File: src/inc/dss_map.svh
// Constants for the DRAM strobe sequencer
`ifndef DSS_MAP_SVH
`define DSS_MAP_SVH
`define DSS_ADDR_W 8
`define DSS_CLK_NS 40
`define DSS_ROW_HOLD_NS 30
`define DSS_EARLY_NS 2
`define DSS_LATE_NS 20
`define DSS_REF_CLKS 3
`define DSS_REF_ROW_RST 8'h00
`define DSS_RAS_IDLE 2'h3
`endif

File: src/inc/dss_pkg.sv
// Types shared by the DRAM strobe sequencer
`include "dss_map.svh"
package dss_pkg;
   typedef enum logic [5:0] {
      ST_IDLE  = 6'h01,
      ST_ROW   = 6'h02,
      ST_COL   = 6'h04,
      ST_TAIL  = 6'h08,
      ST_REF   = 6'h10,
      ST_GRANT = 6'h20
   } dss_state_type;

   typedef struct packed {
      logic ale;
      logic rd_n;
      logic wr_n;
      logic cs_n;
      logic bank;
      logic ref_n;
      logic strap;
      logic [`DSS_ADDR_W-1:0] row;
      logic [`DSS_ADDR_W-1:0] col;
   } dss_pins_type;

   typedef struct packed {
      logic bank;
      logic [`DSS_ADDR_W-1:0] row;
      logic [`DSS_ADDR_W-1:0] col;
   } dss_req_type;
endpackage

File: src/design/dss_sync.sv
// Three-stage pin synchroniser with agreement filter
`timescale 1ns/1ps
`default_nettype none
module dss_sync #(
   parameter int W = 1,
   parameter logic [W-1:0] INIT = '0
) (
   input wire logic i_clk,
   input wire logic i_sys_rst,
   input wire logic i_clk_en,
   input wire logic [W-1:0] i_async,
   output logic [W-1:0] o_stable
);
   logic [W-1:0] s1_reg;
   logic [W-1:0] s2_reg;
   logic [W-1:0] s3_reg;
   logic [W-1:0] stable_reg;

   initial begin
      if (W < 1) begin
         $error("dss_sync: W must be at least 1");
      end
   end

   always_ff @(posedge i_clk) begin
      if (i_sys_rst) begin
         s1_reg <= INIT;
         s2_reg <= INIT;
         s3_reg <= INIT;
      end else if (i_clk_en) begin
         s1_reg <= i_async;
         s2_reg <= s1_reg;
         s3_reg <= s2_reg;
      end
   end

   // A bit moves only once stages two and three agree
   always_ff @(posedge i_clk) begin
      if (i_sys_rst) begin
         stable_reg <= INIT;
      end else if (i_clk_en) begin
         stable_reg <= (s2_reg & ~(s2_reg ^ s3_reg)) | (stable_reg & (s2_reg ^ s3_reg));
      end
   end

   assign o_stable = stable_reg;
endmodule
`default_nettype wire

File: src/design/dss_strobe_sequencer.sv
// DRAM strobe and address-multiplex sequencer
`timescale 1ns/1ps
`default_nettype none
`include "dss_map.svh"
module dss_strobe_sequencer #(
   parameter int REF_CLKS = `DSS_REF_CLKS
) (
   input wire logic i_clk,
   input wire logic i_sys_rst,
   input wire logic i_clk_en,
   input wire logic i_ale,
   input wire logic i_read_access_strobe_n,
   input wire logic i_write_access_strobe_n,
   input wire logic i_chip_select_n,
   input wire logic i_row_bank_select,
   input wire logic [`DSS_ADDR_W-1:0] i_row_addr_in,
   input wire logic [`DSS_ADDR_W-1:0] i_col_addr_in,
   input wire logic i_refresh_request_n,
   input wire logic i_wait_state_strap,
   output logic [1:0] o_ras_n,
   output logic o_cas_n,
   output logic [`DSS_ADDR_W-1:0] o_mem_addr_out,
   output logic o_ready
);
   localparam int HOLD_CALC = (`DSS_ROW_HOLD_NS + `DSS_CLK_NS - 1) / `DSS_CLK_NS;
   localparam int HOLD_CYC = (HOLD_CALC < 1) ? 1 : HOLD_CALC;
   localparam int REF_LOW = REF_CLKS - 2;
   localparam logic [1:0] HOLD_LD = 2'(HOLD_CYC);
   localparam logic [1:0] REF_LOW_C = 2'(REF_LOW);

   initial begin
      if (REF_CLKS != 3 && REF_CLKS != 4) begin
         $error("dss_strobe_sequencer: REF_CLKS must be 3 or 4");
      end
      if (HOLD_CYC > 3) begin
         $error("dss_strobe_sequencer: row hold count too wide");
      end
   end

   dss_pkg::dss_pins_type pins_raw;
   dss_pkg::dss_pins_type pins;
   dss_pkg::dss_state_type state_reg;
   dss_pkg::dss_req_type req_reg;
   logic [1:0] ras_n_reg;
   logic cas_n_reg;
   logic [`DSS_ADDR_W-1:0] addr_reg;
   logic ready_reg;
   logic [1:0] hold_reg;
   logic [1:0] ref_cnt_reg;
   logic early_reg;
   logic grant_reg;
   logic pend_reg;
   logic [`DSS_ADDR_W-1:0] ref_row_reg;
   logic ale_prev_reg;
   logic acx_prev_reg;
   logic ref_prev_reg;
   logic acx_n;
   logic ale_fall;
   logic ale_rise;
   logic acx_rise;
   logic ref_go;
   logic ref_done;
   logic [1:0] bank_ras;

   assign pins_raw = '{ale: i_ale, rd_n: i_read_access_strobe_n,
                       wr_n: i_write_access_strobe_n, cs_n: i_chip_select_n,
                       bank: i_row_bank_select, ref_n: i_refresh_request_n,
                       strap: i_wait_state_strap, row: i_row_addr_in,
                       col: i_col_addr_in};

   // Idle pins: latch high, strobes, select and request inactive
   dss_sync #(
      .W($bits(dss_pkg::dss_pins_type)),
      .INIT({7'h7A, 16'h0000})
   ) u_sync (
      .i_clk(i_clk),
      .i_sys_rst(i_sys_rst),
      .i_clk_en(i_clk_en),
      .i_async(pins_raw),
      .o_stable(pins)
   );

   assign acx_n = pins.rd_n & pins.wr_n;
   assign ale_fall = ale_prev_reg & ~pins.ale;
   assign ale_rise = ~ale_prev_reg & pins.ale;
   assign acx_rise = ~acx_prev_reg & acx_n;
   assign ref_go = pend_reg & pins.ale;
   assign ref_done = (state_reg == dss_pkg::ST_REF) && (ref_cnt_reg == REF_LOW_C + 2'h1);
   assign bank_ras = pins.bank ? 2'h1 : 2'h2;

   always_ff @(posedge i_clk) begin
      if (i_sys_rst) begin
         ale_prev_reg <= 1'b1;
         acx_prev_reg <= 1'b1;
         ref_prev_reg <= 1'b1;
      end else if (i_clk_en) begin
         ale_prev_reg <= pins.ale;
         acx_prev_reg <= acx_n;
         ref_prev_reg <= pins.ref_n;
      end
   end

   // New request edge wins over the grant that clears it
   always_ff @(posedge i_clk) begin
      if (i_sys_rst) begin
         pend_reg <= 1'b0;
      end else if (i_clk_en) begin
         if (ref_prev_reg && !pins.ref_n) begin
            pend_reg <= 1'b1;
         end else if (ref_go && (state_reg == dss_pkg::ST_IDLE
                                 || (state_reg == dss_pkg::ST_TAIL && !acx_rise))) begin
            pend_reg <= 1'b0;
         end
      end
   end

   always_ff @(posedge i_clk) begin
      if (i_sys_rst) begin
         ref_row_reg <= `DSS_REF_ROW_RST;
      end else if (i_clk_en && ref_done) begin
         ref_row_reg <= ref_row_reg + `DSS_ADDR_W'(1);
      end
   end

   always_ff @(posedge i_clk) begin
      if (i_sys_rst) begin
         state_reg <= dss_pkg::ST_IDLE;
         req_reg <= '0;
         ras_n_reg <= `DSS_RAS_IDLE;
         cas_n_reg <= 1'b1;
         addr_reg <= '0;
         ready_reg <= 1'b1;
         hold_reg <= 2'h0;
         ref_cnt_reg <= 2'h0;
         early_reg <= 1'b0;
         grant_reg <= 1'b0;
      end else if (i_clk_en) begin
         unique case (state_reg)
            dss_pkg::ST_IDLE: begin
               if (ale_fall) begin
                  req_reg <= '{bank: pins.bank, row: pins.row, col: pins.col};
                  addr_reg <= pins.row;
                  if (!pins.cs_n) begin
                     ras_n_reg <= bank_ras;
                     early_reg <= ~acx_n;
                     hold_reg <= HOLD_LD;
                     state_reg <= dss_pkg::ST_ROW;
                  end
               end else if (ref_go) begin
                  addr_reg <= ref_row_reg;
                  ref_cnt_reg <= 2'h0;
                  grant_reg <= 1'b0;
                  state_reg <= dss_pkg::ST_REF;
               end
            end
            dss_pkg::ST_ROW: begin
               if (hold_reg != 2'h0) begin
                  hold_reg <= hold_reg - 2'h1;
               end
               if (ale_rise && acx_n) begin
                  // Access never came: close the row quietly
                  ras_n_reg <= `DSS_RAS_IDLE;
                  state_reg <= dss_pkg::ST_IDLE;
               end else if (!acx_n && (!early_reg || hold_reg == 2'h0)) begin
                  addr_reg <= req_reg.col;
                  state_reg <= dss_pkg::ST_COL;
               end
            end
            dss_pkg::ST_COL: begin
               cas_n_reg <= 1'b0;
               if (acx_rise) begin
                  ras_n_reg <= `DSS_RAS_IDLE;
                  cas_n_reg <= 1'b1;
                  addr_reg <= req_reg.row;
                  state_reg <= dss_pkg::ST_IDLE;
               end else if (ale_rise) begin
                  ras_n_reg <= `DSS_RAS_IDLE;
                  addr_reg <= pins.row;
                  state_reg <= dss_pkg::ST_TAIL;
               end
            end
            dss_pkg::ST_TAIL: begin
               addr_reg <= pins.row;
               if (acx_rise) begin
                  cas_n_reg <= 1'b1;
                  state_reg <= dss_pkg::ST_IDLE;
               end else if (ref_go) begin
                  // Hidden refresh keeps the column strobe low
                  addr_reg <= ref_row_reg;
                  ref_cnt_reg <= 2'h0;
                  grant_reg <= 1'b0;
                  state_reg <= dss_pkg::ST_REF;
               end
            end
            dss_pkg::ST_REF: begin
               ref_cnt_reg <= ref_cnt_reg + 2'h1;
               if (acx_rise) begin
                  cas_n_reg <= 1'b1;
               end
               if (ref_cnt_reg == 2'h0) begin
                  ras_n_reg <= 2'h0;
               end else if (ref_cnt_reg == REF_LOW_C) begin
                  ras_n_reg <= `DSS_RAS_IDLE;
               end
               if (ale_fall && !pins.cs_n && !grant_reg) begin
                  grant_reg <= 1'b1;
                  ready_reg <= 1'b0;
                  req_reg <= '{bank: pins.bank, row: pins.row, col: pins.col};
                  early_reg <= ~acx_n;
               end
               if (ref_done) begin
                  if (grant_reg) begin
                     ras_n_reg <= req_reg.bank ? 2'h1 : 2'h2;
                     ready_reg <= ~pins.strap;
                     addr_reg <= req_reg.row;
                     hold_reg <= early_reg ? 2'h0 : 2'h1;
                     state_reg <= dss_pkg::ST_GRANT;
                  end else begin
                     addr_reg <= pins.row;
                     // Access ending on this edge must not strand the tail phase
                     state_reg <= (cas_n_reg || acx_rise) ? dss_pkg::ST_IDLE : dss_pkg::ST_TAIL;
                  end
               end
            end
            dss_pkg::ST_GRANT: begin
               ready_reg <= 1'b1;
               grant_reg <= 1'b0;
               if (hold_reg != 2'h0) begin
                  hold_reg <= hold_reg - 2'h1;
               end else if (!acx_n) begin
                  addr_reg <= req_reg.col;
                  state_reg <= dss_pkg::ST_COL;
               end
            end
            default: begin
               state_reg <= dss_pkg::ST_IDLE;
            end
         endcase
      end
   end

   assign o_ras_n = ras_n_reg;
   assign o_cas_n = cas_n_reg;
   assign o_mem_addr_out = addr_reg;
   assign o_ready = ready_reg;

   localparam int REF_LOW_D = REF_CLKS - 2;
endmodule
`default_nettype wire

File: config.mk
export PLATFORM = sky130hd
export DESIGN_NAME = dss_strobe_sequencer
export DESIGN_NICKNAME = d
export VERILOG_FILES = /design/src/inc/dss_pkg.sv /design/src/design/dss_sync.sv /design/src/design/dss_strobe_sequencer.sv
export VERILOG_INCLUDE_DIRS = /design/src /design/src/inc
export SDC_FILE = /design/constraint.sdc
export NUM_CORES = 1
export LEC_CHECK = 0
export ABC_AREA = 1
export CAP_MARGIN = 30
export CORE_ASPECT_RATIO = 1.1
export CORE_UTILIZATION = 43
export CTS_CLUSTER_SIZE = 24
export DETAILED_ROUTE_END_ITERATION = 8
export DONT_BUFFER_PORTS = 1
export REMOVE_ABC_BUFFERS = 1
export SETUP_SLACK_MARGIN = 0.5
export SLEW_MARGIN = 20
export SYNTH_ARGS = -nofsm -noshare
export SYNTH_HDL_FRONTEND = slang
export SYNTH_SLANG_ARGS = --single-unit
File: constraint.sdc
create_clock -name i_clk -period 1.8 [get_ports i_clk]
set_input_delay 0.36 -clock i_clk [delete_from_list [all_inputs] [get_ports i_clk]]
set_output_delay 0.36 -clock i_clk [all_outputs]
set_load 0.005 [all_outputs]
Yosys cells after proc, flatten, opt, wreduce, memory -nomap -nowiden:

Index checks and enable logic that the tools add are counted.

* flip-flop bits (word level): 145
* bits in latches: 0
* bits in writable memories: 0
* memory bits (read-only): 0
* output and inout bits: 12
* word-level logic and storage cells: 179
* memories kept: 0

* add/sub/neg operators: 3
* $mul: 0
* divide/modulo/power cells: 0
* order comparisons: 0
* eq/ne operators: 26
* shift-type cells: 0
* muxes and demuxes: 71
* bitwise operators: 15
* reductions and logical operators: 43

Operators with widths (number)
* two-way mux 8 bit: 12
* two-way mux 6 bit: 12
* one-hot mux 8 bit (6 select lines): 1
* AND 23 bit: 2
* two-way mux 2 bit: 19
* one-hot mux 6 bit (6 select lines): 1
* two-way mux 17 bit: 2
* one-hot mux 17 bit (2 select lines): 1
* NOT 23 bit: 1
* bitwise OR 23 bit: 1
* XOR 23 bit: 1
* inequality test 2 bit (second input constant): 11
* two-way mux 1 bit: 15
* AND reduction 7 bit: 2
* inequality test 3 bit (second input constant): 4
* one-hot mux 2 bit (3 select lines): 2
* AND reduction 5 bit: 2
* nonzero test 2 bit: 5
* logical AND 1 bit: 9
* AND reduction 9 bit: 1
* adder 8 x 1 -> 8 bit (second input constant): 1
* one-hot mux 2 bit (4 select lines): 1
* AND reduction 4 bit: 2
* nonzero test 4 bit: 2
* 25 further kinds: 48

Depth between registers and ports, before layout:

* depth after elaboration: 8
* depth in mapped cells: 12
* mapped depth without buffers: 11

Modules after synthesis:

A second synthesis with hierarchy kept.

* cell total of the unflattened synthesis: 1020
* area total of the unflattened synthesis: 6941.7 um2

By module, submodules not included
* dss_strobe_sequencer: times used 1, cells each 580, area each 3517.1 um2, seq. area each 1061.0 um2
* dss_sync: times used 1, cells each 440, area each 3424.5 um2, seq. area each 1841.8 um2

Worst setup path before layout:

OpenSTA, ideal clock, no wires.

* path type: reg-to-reg
* from: register state_reg[0]
* to: register req_reg[16] (netlist bit)
* setup time: 113 ps
* arrival: 1359 ps
* required time: 1687 ps
* setup slack: 327 ps
* stages on the path, launching flop included: 10
* buffers on the path: 1
* cell sequence: dfxtp_1 nor2_4 nand2_2 inv_2 nand2_2 nand2_2 nand3_4 buf_4 o21ai_1 nor2_1

* longest elaborated chain between the ends: 3
* elaborated cells between the ends (all ways): 7
* classes of those cells: 4 x eq/ne; 1 x mux; 2 x reduce/logical

Ends and longest elaborated chain
* from (decl): line dss_strobe_sequencer.sv:42 `dss_pkg::dss_state_type state_reg;`
* from (signal assigned): line dss_strobe_sequencer.sv:127 `state_reg <= dss_pkg::ST_IDLE;`
* from (signal assigned): line dss_strobe_sequencer.sv:147 `state_reg <= dss_pkg::ST_ROW;`
* from (signal assigned): line dss_strobe_sequencer.sv:153 `state_reg <= dss_pkg::ST_REF;`
* equality test 6 x 5 -> 1 bit / equality test 6 x 1 -> 1 bit (equally long branches): line dss_strobe_sequencer.sv:138 `unique case (state_reg)`
* inequality test 2 x 1 -> 1 bit (no source line), or another cell as far along
* AND reduction 4 bit (no source line)
* to (signal assigned): line dss_strobe_sequencer.sv:141 `req_reg <= '{bank: pins.bank, row: pins.row, col: pins.col};`
* to (signal assigned): line dss_strobe_sequencer.sv:208 `req_reg <= '{bank: pins.bank, row: pins.row, col: pins.col};`
* to (decl): line dss_strobe_sequencer.sv:43 `dss_pkg::dss_req_type req_reg;`

Several ways; a longest one is shown, not always the timed one.
A chain may end at the register's enable or synchronous reset.

Final worst setup path:

* from: register state_reg[4]
* to: register ras_n_reg[1], in the netlist o_ras_n[1]

* longest elaborated chain between the ends: 4
* elaborated cells between the ends (all ways): 13
* classes of those cells: 8 x eq/ne; 2 x mux; 3 x reduce/logical

Ends and longest elaborated chain
* equality test 6 x 5 -> 1 bit: line dss_strobe_sequencer.sv:88, dss_strobe_sequencer.sv:138
* logical AND 1 bit: line dss_strobe_sequencer.sv:88 `assign ref_done = (state_reg == dss_pkg::ST_REF) && (ref_cnt_reg == REF_LOW_C + 2'h1);`
* two-way mux 2 bit: line dss_strobe_sequencer.sv:211 `if (ref_done) begin`
* one-hot mux 2 bit (4 select lines): line dss_strobe_sequencer.sv:138
* to (signal assigned): line dss_strobe_sequencer.sv:144 `ras_n_reg <= bank_ras;`
* to (signal assigned): line dss_strobe_sequencer.sv:162 `` ras_n_reg <= `DSS_RAS_IDLE; ``
* to (signal assigned): line dss_strobe_sequencer.sv:213 `ras_n_reg <= req_reg.bank ? 2'h1 : 2'h2;`
* to (decl): line dss_strobe_sequencer.sv:44 `logic [1:0] ras_n_reg;`

Several ways; a longest one is shown, not always the timed one.

==> flow_metrics.py <==
metrics = {
    "hold_path": {
        "hold_path.class": "in -> reg",
    },
    "routing": {
        "drtPass1Iterations": 5,
        "drc": 0,
        "drtAntennaViolNets": 0,
        "wirelength_um": 17700,
        "vias": 6448,
        "vias_per_cell": 5.25,
        "drt_iter0_markers": 468,
        "wl_per_cell_um": 14.4,
    },
    "worst_setup_path": {
        "rrSetupSlack_ps": 150,
        "r2r-end": "o_ras_n[1]",
        "cp-endpoint": "o_ras_n[1]",
        "critical-path-top-delay-family": "simple AND/OR/NAND/NOR gates",
        "cp_common_cell": "nand2_4",
        "critical_path_class": "reg -> reg",
        "crit_path_end_kind": "register",
        "critPathLaunch": "state_reg[4]",
        "max_stage_delay_ps": 370,
        "reg2regPathDepth": 11,
        "crit_arrival_ps": 1960,
        "crit_chain": "nor2_4 -> nand2_4 -> inv_2 -> nand2_4 -> nand2_4 -> buf_6 -> nor2_2 -> nor2_1 -> nand3_2 -> a21oi_2 -> nand2_1",
        "worst-path-stages": 11,
        "slowest_stage": "dfxtp_4",
        "cp.required_ps": 2120,
        "worstPathBufferInverterCount": 2,
        "startpoint_type": "register",
        "worstReg2RegStart": "state_reg[4]",
        "crit_path_max_fanout": 5,
    },
    "layout": {
        "diodes": 0,
        "finalNetCount": 1049,
        "layout_common_cells": "nand2_1, nor2_1, dfxtp_1, o21ai_0, a21oi_1",
        "syn2layout_area_growth_pct": 25.8,
        "num-fill-cells": 1453,
        "drive_above_1_share_pct": 20.6,
        "final_common_cell": "nand2_1",
    },
    "synth": {
        "yosysTopAreaCell": "dfxtp_1",
        "yosys_warnings": 0,
        "synth_top_area_share_pct": 43.3,
        "avgSynthCellArea_um2": 6.82,
        "ys_seq_area_share_pct": 43.3,
        "synth_cell_types": 33,
        "ys_top_cells_by_area": "dfxtp_1, nand2_1, o21ai_0, nor2_1, a21oi_1",
        "syn-cell-area_um2": 6710,
        "syn_inst": 984,
        "synth_seq_cells": 145,
    },
    "sta": {
        "post-route-min-period_ps": 1650,
        "slew_headroom_pct": 72.8,
        "setup_viol": 0,
        "finClkSkew_ps": 7.64,
        "timing.hold.ws_ps": -14.3,
        "tns_ps": 0,
        "rsz0062_at_grt": "true",
        "report.final.slew_viol_count": 0,
        "hold_viol": 2,
        "worstMarginPinSlew_ps": 408,
        "max_freq_mhz": 608,
        "fin_ws_ps": 155,
        "fin_crit_sh_pct": 91.4,
    },
    "grt": {
        "grt_pass1_vias": 5595,
        "antenna_found_initial": 0,
        "grt_max_degree": 95,
        "grt_pass1_wl_um": 27700,
        "grt.total_usage_pct": 21.7,
        "overflow": 0,
    },
    "run_status": {
        "violations": "negative hold slack",
        "status": "finished with violations",
    },
    "clock_network": {
        "cts_max_level": 4,
        "clkTransAtPathRegs_ps": 60,
        "cts_made_buffers": 17,
        "cts_max_path_buffers": 2,
        "insertion_delay_ps": 420,
        "root_buffer": "clkbuf_16",
        "cts_tree": "yes",
        "clock_sinks": 145,
    },
    "power": {
        "ir_drop_mv": 0.634,
        "powerDensity_nw_per_um2": 959,
        "leakagePower_uw": 0.00364,
    },
    "placed_design": {
        "gp_congestion": 0.951,
        "hpwl_um": 10700,
        "portBuffers": 0,
        "dp_slack_ps": 97.5,
    },
    "floorplan": {
        "initial_core_util_pct": 44.2,
        "dieArea_um2": 16100,
        "rows": 47,
        "io_pins": 38,
        "die_h_um": 133,
        "core_um2": 15200,
        "die_x_um": 121,
    },
    "run": {
        "maxCapViolations": 0,
    },
}
[layout make-up]
| type | count | area [um^2] | area share [%] |
|---|---|---|---|
| clock inverters | 8 | 103 | 1.21 |
| clock buffers | 24 | 492 | 5.82 |
| multi-input cells | 718 | 3710 | 43.9 |
| flip-flops and latches | 145 | 2930 | 34.7 |
| inverters | 72 | 280 | 3.32 |
| repair buffers | 66 | 683 | 8.09 |
| well taps | 196 | 245 | 2.90 |
[timing repair]
action	4_1_cts	5_1_grt
endpoints found under the hold margin	19	15
cloned	1	2
hold buffers	3	1
resized for setup	101	65
endpoints found under the setup margin	50	53
setup buffers	11	11
pin swaps	23	38
[stage by stage]
step	instances	power [uW]	instance area, um^2	utilization (%)
floorplan	935	4120	6500	-
global placement	1168	4370	7090	46.7
detailed placement	1168	4380	7090	46.7
CTS	1215	8030	8090	53.3
global route	1229	8440	8440	55.7
finish	1229	8090	8440	55.7
[cells in the mapped netlist]
cell type	instances
nand2_1	229
nor2_1	153
dfxtp_1	145
o21ai_0	126
a21oi_1	71
nand3_1	71
inv_1	62
clkbuf_1	36
inv_2	10
o211ai_1	9
nand2_2	8
nand4_1	7
nor2_2	6
o21ai_1	6
a221oi_1	5
nor2_4	5
buf_1	4
buf_2	4
buf_4	4
nand3_2	4
ha_1	3
nor3_2	3
nor3_1	2
o21bai_1	2
a21oi_2	1
buf_6	1
nand3_4	1
nand3b_1	1
nand4_2	1
nor2_8	1
nor3b_1	1
o311ai_0	1
or2_1	1
[worst register-to-register path: cells and delay by family, from the launching register on]
family	cells	cell delay [ps]
AND/OR/NAND/NOR	8	830
AO/OA/AOI/OAI	1	140
buffers and inverters	2	200
flip-flops	1	370
[metal layers]
layer / up-vias / wire [um] / global-route usage, %
li1: 3304 / - / -
met1: 2937 / 8370 / 30.3
met2: 179 / 7980 / 32.1
met3: 28 / 1000 / 4.87
met4: 0 / 344 / 8.64
met5: - / 0 / 0
[power breakdown]
part	leakage, uW	switching [uW]	internal, uW	total (uW)
combinational	0.00217	645	451	1100
sequential	0.00119	107	3390	3500
clock	0.000286	1310	2190	3500
[worst min path at each step]
stage	from	to	slack [ps]	cells past startpoint
global route	i_sys_rst	state_reg[4]	-30	1
finish	i_sys_rst	state_reg[4]	-10	1
detailed placement	i_sys_rst	state_reg[4]	440	1
CTS	i_sys_rst	state_reg[4]	-20	1
floorplan	i_sys_rst	register	430	1
global placement	i_sys_rst	state_reg[4]	430	1
[kinds of logic after synthesis]
group / Yosys count / synth area share (%)
compound gates: 221 / 17.3
fa+ha+maj: 3 / 0.559
buf+inv: 121 / 7.18
flops: 145 / 43.3
simple gates: 494 / 31.7
Note: power is estimated with default switching activity, not from simulation.
